### src/common/phy_regs_map.svh
// Purpose: Offsets, field positions and reset values of the per-port PHY register bank.
// Assumes: Byte address is four times the register index, index = {port, offset}.
// Notes: Ports are numbered 1 and 2 in the address; port 1 maps to lane 0.
`ifndef PHY_REGS_MAP_SVH
`define PHY_REGS_MAP_SVH

`define IDX_LOCAL_NP 12'h10E
`define IDX_PARTNER_NP 12'h110
`define IDX_SETUP 12'h11A
`define IDX_DATA 12'h11C
`define IDX_LOOP 12'h122
`define PORT_FIRST 4'h1
`define PORT_LAST 4'h2

`define RST_LOCAL_NP 16'h2001
`define RST_PARTNER_NP 16'h0000
`define RST_SETUP 16'h0000
`define RST_DATA 16'h0000
`define RST_LOOP 16'h00F4

`define NP_NEXT_BIT 15
`define NP_ACK_BIT 14
`define NP_MSG_BIT 13
`define NP_ACK2_BIT 12
`define NP_TOGGLE_BIT 11

`define OP_MSB 15
`define OP_LSB 14
`define DEV_MSB 4
`define OP_ADDR 2'h0
`define OP_DATA 2'h1
`define OP_INC_RW 2'h2
`define OP_INC_WR 2'h3

`define LOOP_EN_BIT 8
`define LOOP_RC_BIT 1
`define LOOP_RO_BIT 0

`define RESP_OKAY 2'h0
`define RESP_SLVERR 2'h2

`endif

### src/common/phy_regs_pkg.sv
// Purpose: Types shared by the PHY register bank modules.
// Assumes: Constants live in phy_regs_map.svh.
// Notes: None.
package phy_regs_pkg;
  typedef logic [15:0] word_t;
  typedef logic [17:0] axi_addr_t;
  typedef logic [5:0] mem_index_t;
  typedef enum logic [2:0] {
    SEL_NONE, SEL_LOCAL_NP, SEL_PARTNER_NP, SEL_SETUP, SEL_DATA, SEL_LOOP
  } reg_sel_t;
  typedef enum logic [0:0] {WR_IDLE, WR_RESP} wr_state_t;
  typedef enum logic [1:0] {RD_IDLE, RD_WAIT, RD_RESP} rd_state_t;
endpackage

### src/common/mmd_mem_if.sv
// Purpose: Port between the register bank and the manageable-device register store.
// Assumes: One access per cycle, read data one cycle after the address.
// Notes: None.
`timescale 1ns/1ps
interface mmd_mem_if;
  import phy_regs_pkg::*;
  logic we;
  mem_index_t index;
  word_t wdata;
  word_t rdata;
  modport ctrl (output we, output index, output wdata, input rdata);
  modport mem (input we, input index, input wdata, output rdata);
endinterface

### src/hdl/line_loop.sv
// Purpose: Per-port line path with the remote loopback turn-around.
// Assumes: Receive pins are asynchronous to CLK and pass two flip-flops first.
// Notes: The fabric sees idle nibbles while a port is looped.
`timescale 1ns/1ps
module line_loop (
  input wire logic CLK,
  input wire logic RESET,
  input wire logic [1:0] loop_en,
  input wire logic [1:0][3:0] rx_pin,
  input wire logic [1:0][3:0] fabric_tx,
  output logic [1:0][3:0] tx_pin,
  output logic [1:0][3:0] fabric_rx
);
  genvar p;
  generate
    for (p = 0; p < 2; p++) begin : g_port
      logic [3:0] rx_meta_reg;
      logic [3:0] rx_sync_reg;
      logic [3:0] tx_reg;
      logic [3:0] tx_next;
      logic [3:0] frx_reg;
      logic [3:0] frx_next;

      // Looped data turns around here and never reaches the fabric.
      always_comb begin
        tx_next = loop_en[p] ? rx_sync_reg : fabric_tx[p];
        frx_next = loop_en[p] ? 4'h0 : rx_sync_reg;
      end

      always_ff @(posedge CLK) begin
        if (RESET) begin
          rx_meta_reg <= 4'h0;
          rx_sync_reg <= 4'h0;
          tx_reg <= 4'h0;
          frx_reg <= 4'h0;
        end else begin
          rx_meta_reg <= rx_pin[p];
          rx_sync_reg <= rx_meta_reg;
          tx_reg <= tx_next;
          frx_reg <= frx_next;
        end
      end

      assign tx_pin[p] = tx_reg;
      assign fabric_rx[p] = frx_reg;
    end
  endgenerate
endmodule

### src/hdl/mmd_store.sv
// Purpose: Register store standing in for the manageable devices behind indirect access.
// Assumes: Synchronous active-high reset clears every word.
// Notes: Read data come from a register, one cycle after the index.
`timescale 1ns/1ps
`include "phy_regs_map.svh"
module mmd_store (
  input wire logic CLK,
  input wire logic RESET,
  mmd_mem_if.mem bus
);
  import phy_regs_pkg::*;
  word_t mem_reg [64];
  word_t mem_next [64];
  word_t rdata_reg;
  word_t rdata_next;

  always_comb begin
    mem_next = mem_reg;
    if (bus.we) begin
      mem_next[bus.index] = bus.wdata;
    end
    rdata_next = mem_reg[bus.index];
  end

  always_ff @(posedge CLK) begin
    if (RESET) begin
      for (int i = 0; i < 64; i++) begin
        mem_reg[i] <= `RST_DATA;
      end
      rdata_reg <= `RST_DATA;
    end else begin
      mem_reg <= mem_next;
      rdata_reg <= rdata_next;
    end
  end

  assign bus.rdata = rdata_reg;
endmodule

### src/hdl/phy_np_mmd_regs.sv
// Purpose: Per-port next page, indirect device access and remote loopback registers.
// Assumes: AXI4-Lite slave on CLK; next page inputs come from logic on CLK.
// Notes: One write and one read in flight; a write in its execute cycle holds off reads.
`timescale 1ns/1ps
`include "phy_regs_map.svh"
module phy_np_mmd_regs (
  input wire logic CLK,
  input wire logic RESET,
  input wire phy_regs_pkg::axi_addr_t S_AXI_AWADDR,
  input wire logic S_AXI_AWVALID,
  output logic S_AXI_AWREADY,
  input wire logic [31:0] S_AXI_WDATA,
  input wire logic [3:0] S_AXI_WSTRB,
  input wire logic S_AXI_WVALID,
  output logic S_AXI_WREADY,
  output logic [1:0] S_AXI_BRESP,
  output logic S_AXI_BVALID,
  input wire logic S_AXI_BREADY,
  input wire phy_regs_pkg::axi_addr_t S_AXI_ARADDR,
  input wire logic S_AXI_ARVALID,
  output logic S_AXI_ARREADY,
  output logic [31:0] S_AXI_RDATA,
  output logic [1:0] S_AXI_RRESP,
  output logic S_AXI_RVALID,
  input wire logic S_AXI_RREADY,
  input wire logic [1:0] TX_TOGGLE,
  input wire logic [1:0] PARTNER_PAGE_VALID,
  input wire logic [1:0][15:0] PARTNER_PAGE_WORD,
  output logic [1:0][15:0] LOCAL_PAGE_WORD,
  input wire logic [1:0][3:0] RX_LINE,
  output logic [1:0][3:0] TX_LINE,
  input wire logic [1:0][3:0] FABRIC_TX,
  output logic [1:0][3:0] FABRIC_RX
);
  import phy_regs_pkg::*;

  function automatic reg_sel_t decode(input axi_addr_t a);
    logic [11:0] idx;
    logic [3:0] port;
    idx = a[13:2];
    port = a[17:14];
    decode = SEL_NONE;
    if (a[1:0] == 2'h0 && (port == `PORT_FIRST || port == `PORT_LAST)) begin
      if (idx == `IDX_LOCAL_NP) begin
        decode = SEL_LOCAL_NP;
      end else if (idx == `IDX_PARTNER_NP) begin
        decode = SEL_PARTNER_NP;
      end else if (idx == `IDX_SETUP) begin
        decode = SEL_SETUP;
      end else if (idx == `IDX_DATA) begin
        decode = SEL_DATA;
      end else if (idx == `IDX_LOOP) begin
        decode = SEL_LOOP;
      end
    end
  endfunction

  function automatic mem_index_t mem_index(input logic p, input word_t setup, input word_t addr);
    mem_index = {p, setup[1:0], addr[2:0]};
  endfunction

  function automatic logic post_inc(input word_t setup, input logic is_write);
    post_inc = (setup[`OP_MSB:`OP_LSB] == `OP_INC_RW) ||
               (is_write && setup[`OP_MSB:`OP_LSB] == `OP_INC_WR);
  endfunction

  mmd_mem_if mem_bus ();

  wr_state_t wr_state_reg;
  wr_state_t wr_state_next;
  rd_state_t rd_state_reg;
  rd_state_t rd_state_next;
  logic aw_held_reg;
  logic aw_held_next;
  logic w_held_reg;
  logic w_held_next;
  axi_addr_t awaddr_reg;
  axi_addr_t awaddr_next;
  word_t wdata_reg;
  word_t wdata_next;
  logic [1:0] wstrb_reg;
  logic [1:0] wstrb_next;
  logic [1:0] bresp_reg;
  logic [1:0] bresp_next;
  word_t rdata_reg;
  word_t rdata_next;
  logic [1:0] rresp_reg;
  logic [1:0] rresp_next;
  logic [1:0][15:0] local_np_reg;
  logic [1:0][15:0] local_np_next;
  logic [1:0][15:0] partner_np_reg;
  logic [1:0][15:0] partner_np_next;
  logic [1:0] partner_tog_reg;
  logic [1:0] partner_tog_next;
  logic [1:0][15:0] setup_reg;
  logic [1:0][15:0] setup_next;
  logic [1:0][15:0] mmd_addr_reg;
  logic [1:0][15:0] mmd_addr_next;
  logic [1:0][15:0] loop_reg;
  logic [1:0][15:0] loop_next;
  logic [1:0] loop_en;
  logic wr_exec;
  logic rd_take;
  reg_sel_t wsel;
  reg_sel_t rsel;
  logic wp;
  logic rp;
  word_t wmerge;
  word_t wcur;

  assign wr_exec = (wr_state_reg == WR_IDLE) && aw_held_reg && w_held_reg;
  assign S_AXI_AWREADY = (wr_state_reg == WR_IDLE) && !aw_held_reg;
  assign S_AXI_WREADY = (wr_state_reg == WR_IDLE) && !w_held_reg;
  // A write being executed owns the store this cycle, so reads wait one cycle.
  assign S_AXI_ARREADY = (rd_state_reg == RD_IDLE) && !wr_exec;
  assign rd_take = S_AXI_ARVALID && S_AXI_ARREADY;
  assign S_AXI_BVALID = (wr_state_reg == WR_RESP);
  assign S_AXI_BRESP = bresp_reg;
  assign S_AXI_RVALID = (rd_state_reg == RD_RESP);
  assign S_AXI_RRESP = rresp_reg;
  assign S_AXI_RDATA = {16'h0000, rdata_reg};
  assign wsel = decode(awaddr_reg);
  assign rsel = decode(S_AXI_ARADDR);
  assign wp = awaddr_reg[15];
  assign rp = S_AXI_ARADDR[15];

  always_comb begin
    wcur = 16'h0000;
    unique case (wsel)
      SEL_LOCAL_NP: wcur = local_np_reg[wp];
      SEL_SETUP: wcur = setup_reg[wp];
      SEL_DATA: wcur = mmd_addr_reg[wp];
      SEL_LOOP: wcur = loop_reg[wp];
      SEL_PARTNER_NP, SEL_NONE: wcur = 16'h0000;
    endcase
    wmerge[7:0] = wstrb_reg[0] ? wdata_reg[7:0] : wcur[7:0];
    wmerge[15:8] = wstrb_reg[1] ? wdata_reg[15:8] : wcur[15:8];
  end

  always_comb begin
    wr_state_next = wr_state_reg;
    aw_held_next = aw_held_reg;
    w_held_next = w_held_reg;
    awaddr_next = awaddr_reg;
    wdata_next = wdata_reg;
    wstrb_next = wstrb_reg;
    bresp_next = bresp_reg;
    rd_state_next = rd_state_reg;
    rdata_next = rdata_reg;
    rresp_next = rresp_reg;
    local_np_next = local_np_reg;
    partner_np_next = partner_np_reg;
    partner_tog_next = partner_tog_reg;
    setup_next = setup_reg;
    mmd_addr_next = mmd_addr_reg;
    loop_next = loop_reg;
    mem_bus.we = 1'b0;
    mem_bus.wdata = wmerge;
    mem_bus.index = mem_index(wp, setup_reg[wp], mmd_addr_reg[wp]);

    if (S_AXI_AWVALID && S_AXI_AWREADY) begin
      aw_held_next = 1'b1;
      awaddr_next = S_AXI_AWADDR;
    end
    if (S_AXI_WVALID && S_AXI_WREADY) begin
      w_held_next = 1'b1;
      wdata_next = S_AXI_WDATA[15:0];
      wstrb_next = S_AXI_WSTRB[1:0];
    end

    unique case (wr_state_reg)
      WR_IDLE: begin
        if (wr_exec) begin
          aw_held_next = 1'b0;
          w_held_next = 1'b0;
          wr_state_next = WR_RESP;
          bresp_next = `RESP_OKAY;
          unique case (wsel)
            SEL_LOCAL_NP: local_np_next[wp] = wmerge;
            SEL_SETUP: setup_next[wp] = wmerge;
            SEL_DATA: begin
              if (setup_reg[wp][`OP_MSB:`OP_LSB] == `OP_ADDR) begin
                mmd_addr_next[wp] = wmerge;
              end else begin
                mem_bus.we = 1'b1;
                if (post_inc(setup_reg[wp], 1'b1)) begin
                  mmd_addr_next[wp] = mmd_addr_reg[wp] + 16'h0001;
                end
              end
            end
            // Reserved fields keep whatever the host writes back.
            SEL_LOOP: loop_next[wp] = {wmerge[15:1], 1'b0};
            SEL_PARTNER_NP: bresp_next = `RESP_OKAY;
            SEL_NONE: bresp_next = `RESP_SLVERR;
          endcase
        end
      end
      WR_RESP: begin
        if (S_AXI_BREADY) begin
          wr_state_next = WR_IDLE;
        end
      end
    endcase

    unique case (rd_state_reg)
      RD_IDLE: begin
        if (rd_take) begin
          rd_state_next = RD_RESP;
          rresp_next = `RESP_OKAY;
          rdata_next = 16'h0000;
          unique case (rsel)
            SEL_LOCAL_NP: rdata_next = local_np_reg[rp];
            SEL_PARTNER_NP: rdata_next = partner_np_reg[rp];
            SEL_SETUP: rdata_next = setup_reg[rp];
            SEL_DATA: begin
              if (setup_reg[rp][`OP_MSB:`OP_LSB] == `OP_ADDR) begin
                rdata_next = mmd_addr_reg[rp];
              end else begin
                mem_bus.index = mem_index(rp, setup_reg[rp], mmd_addr_reg[rp]);
                rd_state_next = RD_WAIT;
                if (post_inc(setup_reg[rp], 1'b0)) begin
                  mmd_addr_next[rp] = mmd_addr_reg[rp] + 16'h0001;
                end
              end
            end
            SEL_LOOP: begin
              rdata_next = loop_reg[rp];
              loop_next[rp][`LOOP_RC_BIT] = 1'b0;
            end
            SEL_NONE: rresp_next = `RESP_SLVERR;
          endcase
        end
      end
      RD_WAIT: begin
        rdata_next = mem_bus.rdata;
        rd_state_next = RD_RESP;
      end
      RD_RESP: begin
        if (S_AXI_RREADY) begin
          rd_state_next = RD_IDLE;
        end
      end
    endcase

    for (int p = 0; p < 2; p++) begin
      local_np_next[p][`NP_ACK_BIT] = 1'b0;
      local_np_next[p][`NP_TOGGLE_BIT] = TX_TOGGLE[p];
      if (PARTNER_PAGE_VALID[p]) begin
        // Acknowledge and acknowledge-2 are kept as received from the partner.
        partner_np_next[p] = PARTNER_PAGE_WORD[p];
        // Reports the inverse of the toggle carried by the previous page.
        partner_np_next[p][`NP_TOGGLE_BIT] = ~partner_tog_reg[p];
        partner_tog_next[p] = PARTNER_PAGE_WORD[p][`NP_TOGGLE_BIT];
      end
    end
  end

  always_ff @(posedge CLK) begin
    if (RESET) begin
      wr_state_reg <= WR_IDLE;
      rd_state_reg <= RD_IDLE;
      aw_held_reg <= 1'b0;
      w_held_reg <= 1'b0;
      awaddr_reg <= 18'h0_0000;
      wdata_reg <= 16'h0000;
      wstrb_reg <= 2'h0;
      bresp_reg <= `RESP_OKAY;
      rdata_reg <= 16'h0000;
      rresp_reg <= `RESP_OKAY;
      local_np_reg <= {2{`RST_LOCAL_NP}};
      partner_np_reg <= {2{`RST_PARTNER_NP}};
      partner_tog_reg <= 2'h0;
      setup_reg <= {2{`RST_SETUP}};
      mmd_addr_reg <= {2{`RST_DATA}};
      loop_reg <= {2{`RST_LOOP}};
    end else begin
      wr_state_reg <= wr_state_next;
      rd_state_reg <= rd_state_next;
      aw_held_reg <= aw_held_next;
      w_held_reg <= w_held_next;
      awaddr_reg <= awaddr_next;
      wdata_reg <= wdata_next;
      wstrb_reg <= wstrb_next;
      bresp_reg <= bresp_next;
      rdata_reg <= rdata_next;
      rresp_reg <= rresp_next;
      local_np_reg <= local_np_next;
      partner_np_reg <= partner_np_next;
      partner_tog_reg <= partner_tog_next;
      setup_reg <= setup_next;
      mmd_addr_reg <= mmd_addr_next;
      loop_reg <= loop_next;
    end
  end

  assign LOCAL_PAGE_WORD = local_np_reg;
  assign loop_en = {loop_reg[1][`LOOP_EN_BIT], loop_reg[0][`LOOP_EN_BIT]};

  mmd_store u_store (
    .CLK(CLK),
    .RESET(RESET),
    .bus(mem_bus.mem)
  );

  line_loop u_line (
    .CLK(CLK),
    .RESET(RESET),
    .loop_en(loop_en),
    .rx_pin(RX_LINE),
    .fabric_tx(FABRIC_TX),
    .tx_pin(TX_LINE),
    .fabric_rx(FABRIC_RX)
  );
endmodule

### config.mk
export PLATFORM = sky130hd
export DESIGN_NAME = phy_np_mmd_regs
export DESIGN_NICKNAME = d
export VERILOG_FILES = /design/src/common/phy_regs_pkg.sv /design/src/common/mmd_mem_if.sv /design/src/hdl/line_loop.sv /design/src/hdl/mmd_store.sv /design/src/hdl/phy_np_mmd_regs.sv
export VERILOG_INCLUDE_DIRS = /design/src /design/src/common
export SDC_FILE = /design/constraint.sdc
export NUM_CORES = 2
export LEC_CHECK = 0
export ABC_AREA = 1
export BUFFER_PORTS_ARGS = -buffer_cell sky130_fd_sc_hd__buf_2
export CAP_MARGIN = 20
export CELL_PAD_IN_SITES_DETAIL_PLACEMENT = 1
export CELL_PAD_IN_SITES_GLOBAL_PLACEMENT = 1
export CORE_UTILIZATION = 48
export CTS_CLUSTER_SIZE = 14
export DETAILED_ROUTE_END_ITERATION = 6
export PLACE_DENSITY = 0.92
export SYNTH_ARGS = -nofsm -noshare
export SYNTH_HDL_FRONTEND = slang
export SYNTH_SLANG_ARGS = --single-unit
### constraint.sdc
create_clock -name CLK -period 4.6 [get_ports CLK]
set_input_delay 0.23 -clock CLK [delete_from_list [all_inputs] [get_ports CLK]]
set_output_delay 0.23 -clock CLK [all_outputs]
set_load 0.005 [all_outputs]
==> metrics.txt <==
Clock Sinks 1289; Multi-input gate area 29700 um^2; FF-to-FF path depth 15; minimum clock period 4.45 ns; CP required 5.31 ns; reg2reg end u_store.mem_reg[410]$_SDFFE_PP0P_; synth-to-layout area growth 13.5%; leakage 30.8 nW; Vias/cell 6.35; CP arrival 5.16 ns; max-slew violations 0; Post-synth EDFFs 0; Die Span X 355 um; worst-path fanout max 51; Synth warnings 0; FFs w/ async S/R, synth 0%; failing checks DRC; register area 25800 um^2; Post-DP HPWL 147000 um; Layout Skew 0.0758 ns; CTS H-tree lvls 4; Area contributors post-synth dfxtp_1 (43%), nand2_1 (18%), a21oi_1 (10%); clock-pin slew on the worst setup and hold paths 0.07 ns; Power Dens Cells 364 nW/um^2; Unique masters post-synth 54; pre-CTS setup slack 0.479 ns; Setup WS post-layout 0.151 ns; placed inst area 62100 um^2; PortBufs 181; worst vdd ir 452 uV; effective utilization at floorplan 48.4%; Wirelength per Cell 25.2 um; final hold vios 0; Simple-Gate Fraction of Synth Area 24.9%; mapped cell area 60000 um^2; Max Cap Viol 0; Post-synth top flop dfxtp_1; CTS tree done; Synth Area in XOR/XNOR 0.365%; hold depth 4; initial drt markers 7842; CTS Buffer Depth 3; synthesized area per cell 6.70 um^2; vias in the first global route 69554; global-route wire length before repair 405000 um; largest family of logic cells by synthesized area simple AND/OR/NAND/NOR gates; part of the Yosys area used for sequential elements 43.0%; cell taking the most area after synthesis dfxtp_1; WHS Endpoint S_AXI_RRESP[1]$_SDFFE_PP0P_; min-delay src S_AXI_ARVALID; RSZ-0062 raised after global routing no; core area 124000 um^2; GRT overflow 0; total CTS buffers 143; total track usage 40.8%; setup TNS 0 ns; r2r setup slk 0.15 ns; period utilization 96.7%; Overall Power 24.8 mW; Die Height 355 um; Fillers 15913; Post-DRT Antenna Nets 0; gpl congestion 0.986; TritonRoute pass-1 iters 7; root buf cell clkbuf_16; initial antenna violation count 14; Yosys reg bits 1289; share of post-route cells with drive strength above 1 8.62%; final WL 267000 um; max reg flops 1024; Startpoint Class register; die footprint 126000 um^2; DR DRC count 144; Fmax 225 MHz; setup-violating endpoint count in the final report 0; postcts setup bufs 0; Post-Synthesis Cells 8948; Adder-Cell Fraction of Synth Area 0.104%; mux share of post-synthesis cell area 0.300%; io pins 220; Final Cell Area 68100 um^2; worst skew pair latency 0.87 ns; routed via count 67381; CP startpoint aw_held_reg$_SDFF_PP0_; largest net degree at the start of global routing 163; post-layout net count 8985; share of the synthesized area in the top cell type 43.0%; row cnt 129; reg-to-reg startpoint aw_held_reg$_SDFF_PP0_; worst slew pin tran 1.15 ns; Worst setup EP type register; Rel. slew slack 21.2%; outcome complete, but fails checks; worst hold path type in2reg; Setup Crit Path Kind reg2reg; Synth Area in Compound Gates 23.5%
## critical path, cell delays in order, from the launching register on
cell	delay, ns
dfxtp_1	0.35
inv_1	0.08
nor3b_1	0.37
inv_2	0.23
nand2_1	0.18
inv_2	0.07
nand2_2	0.11
inv_2	0.14
nand4_1	0.28
nand2_8	0.36
nor2_1	0.34
nand2_1	0.66
nor2_2	0.28
buf_4	0.37
o21ai_0	0.16
a21oi_1	0.28
## layout by cell type, fill, tap and decap left out, types with 6 or more instances in the layout
cell,n
clkinv_2,26
o21ai_1,105
nor2_4,8
nor3_1,14
a211oi_2,6
inv_2,31
buf_8,8
xnor2_1,6
o211ai_1,28
o221ai_1,27
nor2_1,356
buf_2,179
dfxtp_1,1288
inv_1,320
buf_12,45
a21oi_1,1210
nand2_1,2929
inv_6,7
clkbuf_16,146
a211oi_1,79
clkinv_1,6
o21ai_0,1209
nand3_1,351
nand4_1,8
xor2_1,19
dlygate4sd3_1,123
o22ai_1,10
nor2_2,60
conb_1,20
clkbuf_1,31
buf_4,164
a221oi_1,8
mux2i_1,18
clkbuf_8,32
## synth_stat cells, types with 7 or more instances
library cell,instances
nand3_1,352
o21ai_1,105
a211oi_1,79
o22ai_1,10
nand2_2,7
nor2_2,26
inv_1,325
clkbuf_1,471
o211ai_1,28
o221ai_1,27
dfxtp_1,1289
xor2_1,19
buf_1,59
nor3_1,14
buf_4,28
buf_2,223
nor2_1,390
a221oi_1,8
nand4_1,8
nor2_4,8
mux2i_1,18
o21ai_0,1209
a21oi_1,1210
inv_2,31
nand2_1,2930
## area by class of cell
class | count | share of cell area, %
diodes | 5 | 0.0184
multi-input cells | 6531 | 43.7
clock buffers | 208 | 6.16
repair buffers | 521 | 6.47
well taps | 1637 | 3.01
clock inverters | 49 | 0.717
inverters | 363 | 2.03
flip-flops and latches | 1289 | 37.9
## per-layer routing
| metal | up-vias | track usage (%) | wire [um] |
|---|---|---|---|
| met4 | 22 | 31.8 | 22500 |
| met5 | - | 0 | 140 |
| met1 | 32721 | 47.0 | 97700 |
| met2 | 4094 | 65.0 | 120000 |
| met3 | 1409 | 10.2 | 26200 |
| li1 | 29135 | - | - |
## how the worst max path moves through the flow
stage | end | slack, ns | cells past startpoint
2_1_floorplan | mmd_addr_reg[30]$_SDFF_PP0_ | 1.95 | 16
3_3_place_gp | u_store.mem_reg[522]$_SDFFE_PP0P_ | 0.57 | 14
3_5_place_dp | u_store.mem_reg[204]$_SDFFE_PP0P_ | 0.48 | 18
4_1_cts | u_store.mem_reg[202]$_SDFFE_PP0P_ | 0.39 | 15
5_1_grt | u_store.mem_reg[948]$_SDFFE_PP0P_ | 0.06 | 16
6_report | u_store.mem_reg[410]$_SDFFE_PP0P_ | 0.15 | 15
## power by group
part	leakage (nW)	internal, mW	switching (mW)
combinational	18.0	0.406	1.14
sequential	10.4	11.3	0.143
clock	2.31	6.65	5.19
total	30.8	18.3	6.47
## cell families (layout without fill, tap and decap cells)
kind of cell    after synthesis  after routing
buf+inv                    1147           1141
flops                      1289           1289
fa+ha+maj                     5              5
compound gates             2704           2704
simple gates               3759           3759
xor+xnor                     25             25
other cells                   1             25
mux                          18             18
## per-stage QoR
| step | hold slack [ns] | util, % | cells |
|---|---|---|---|
| after detailed placement | 0.399 | 50.1 | 10212 |
| final | 0.0397 | 55.0 | 10603 |
| after floorplan | 0.337 | - | 8967 |
| after global placement | 0.391 | 50.1 | 10209 |
| after CTS | 0.00354 | 54.9 | 10592 |
| after global routing | 0.0411 | 55.0 | 10601 |
## timing repair
item | in CTS | in global routing
endpoints found under the hold margin | 92 | 0
resized for setup | 0 | 0
hold buffers | 123 | 0
Power figures use the tool's default switching activity.
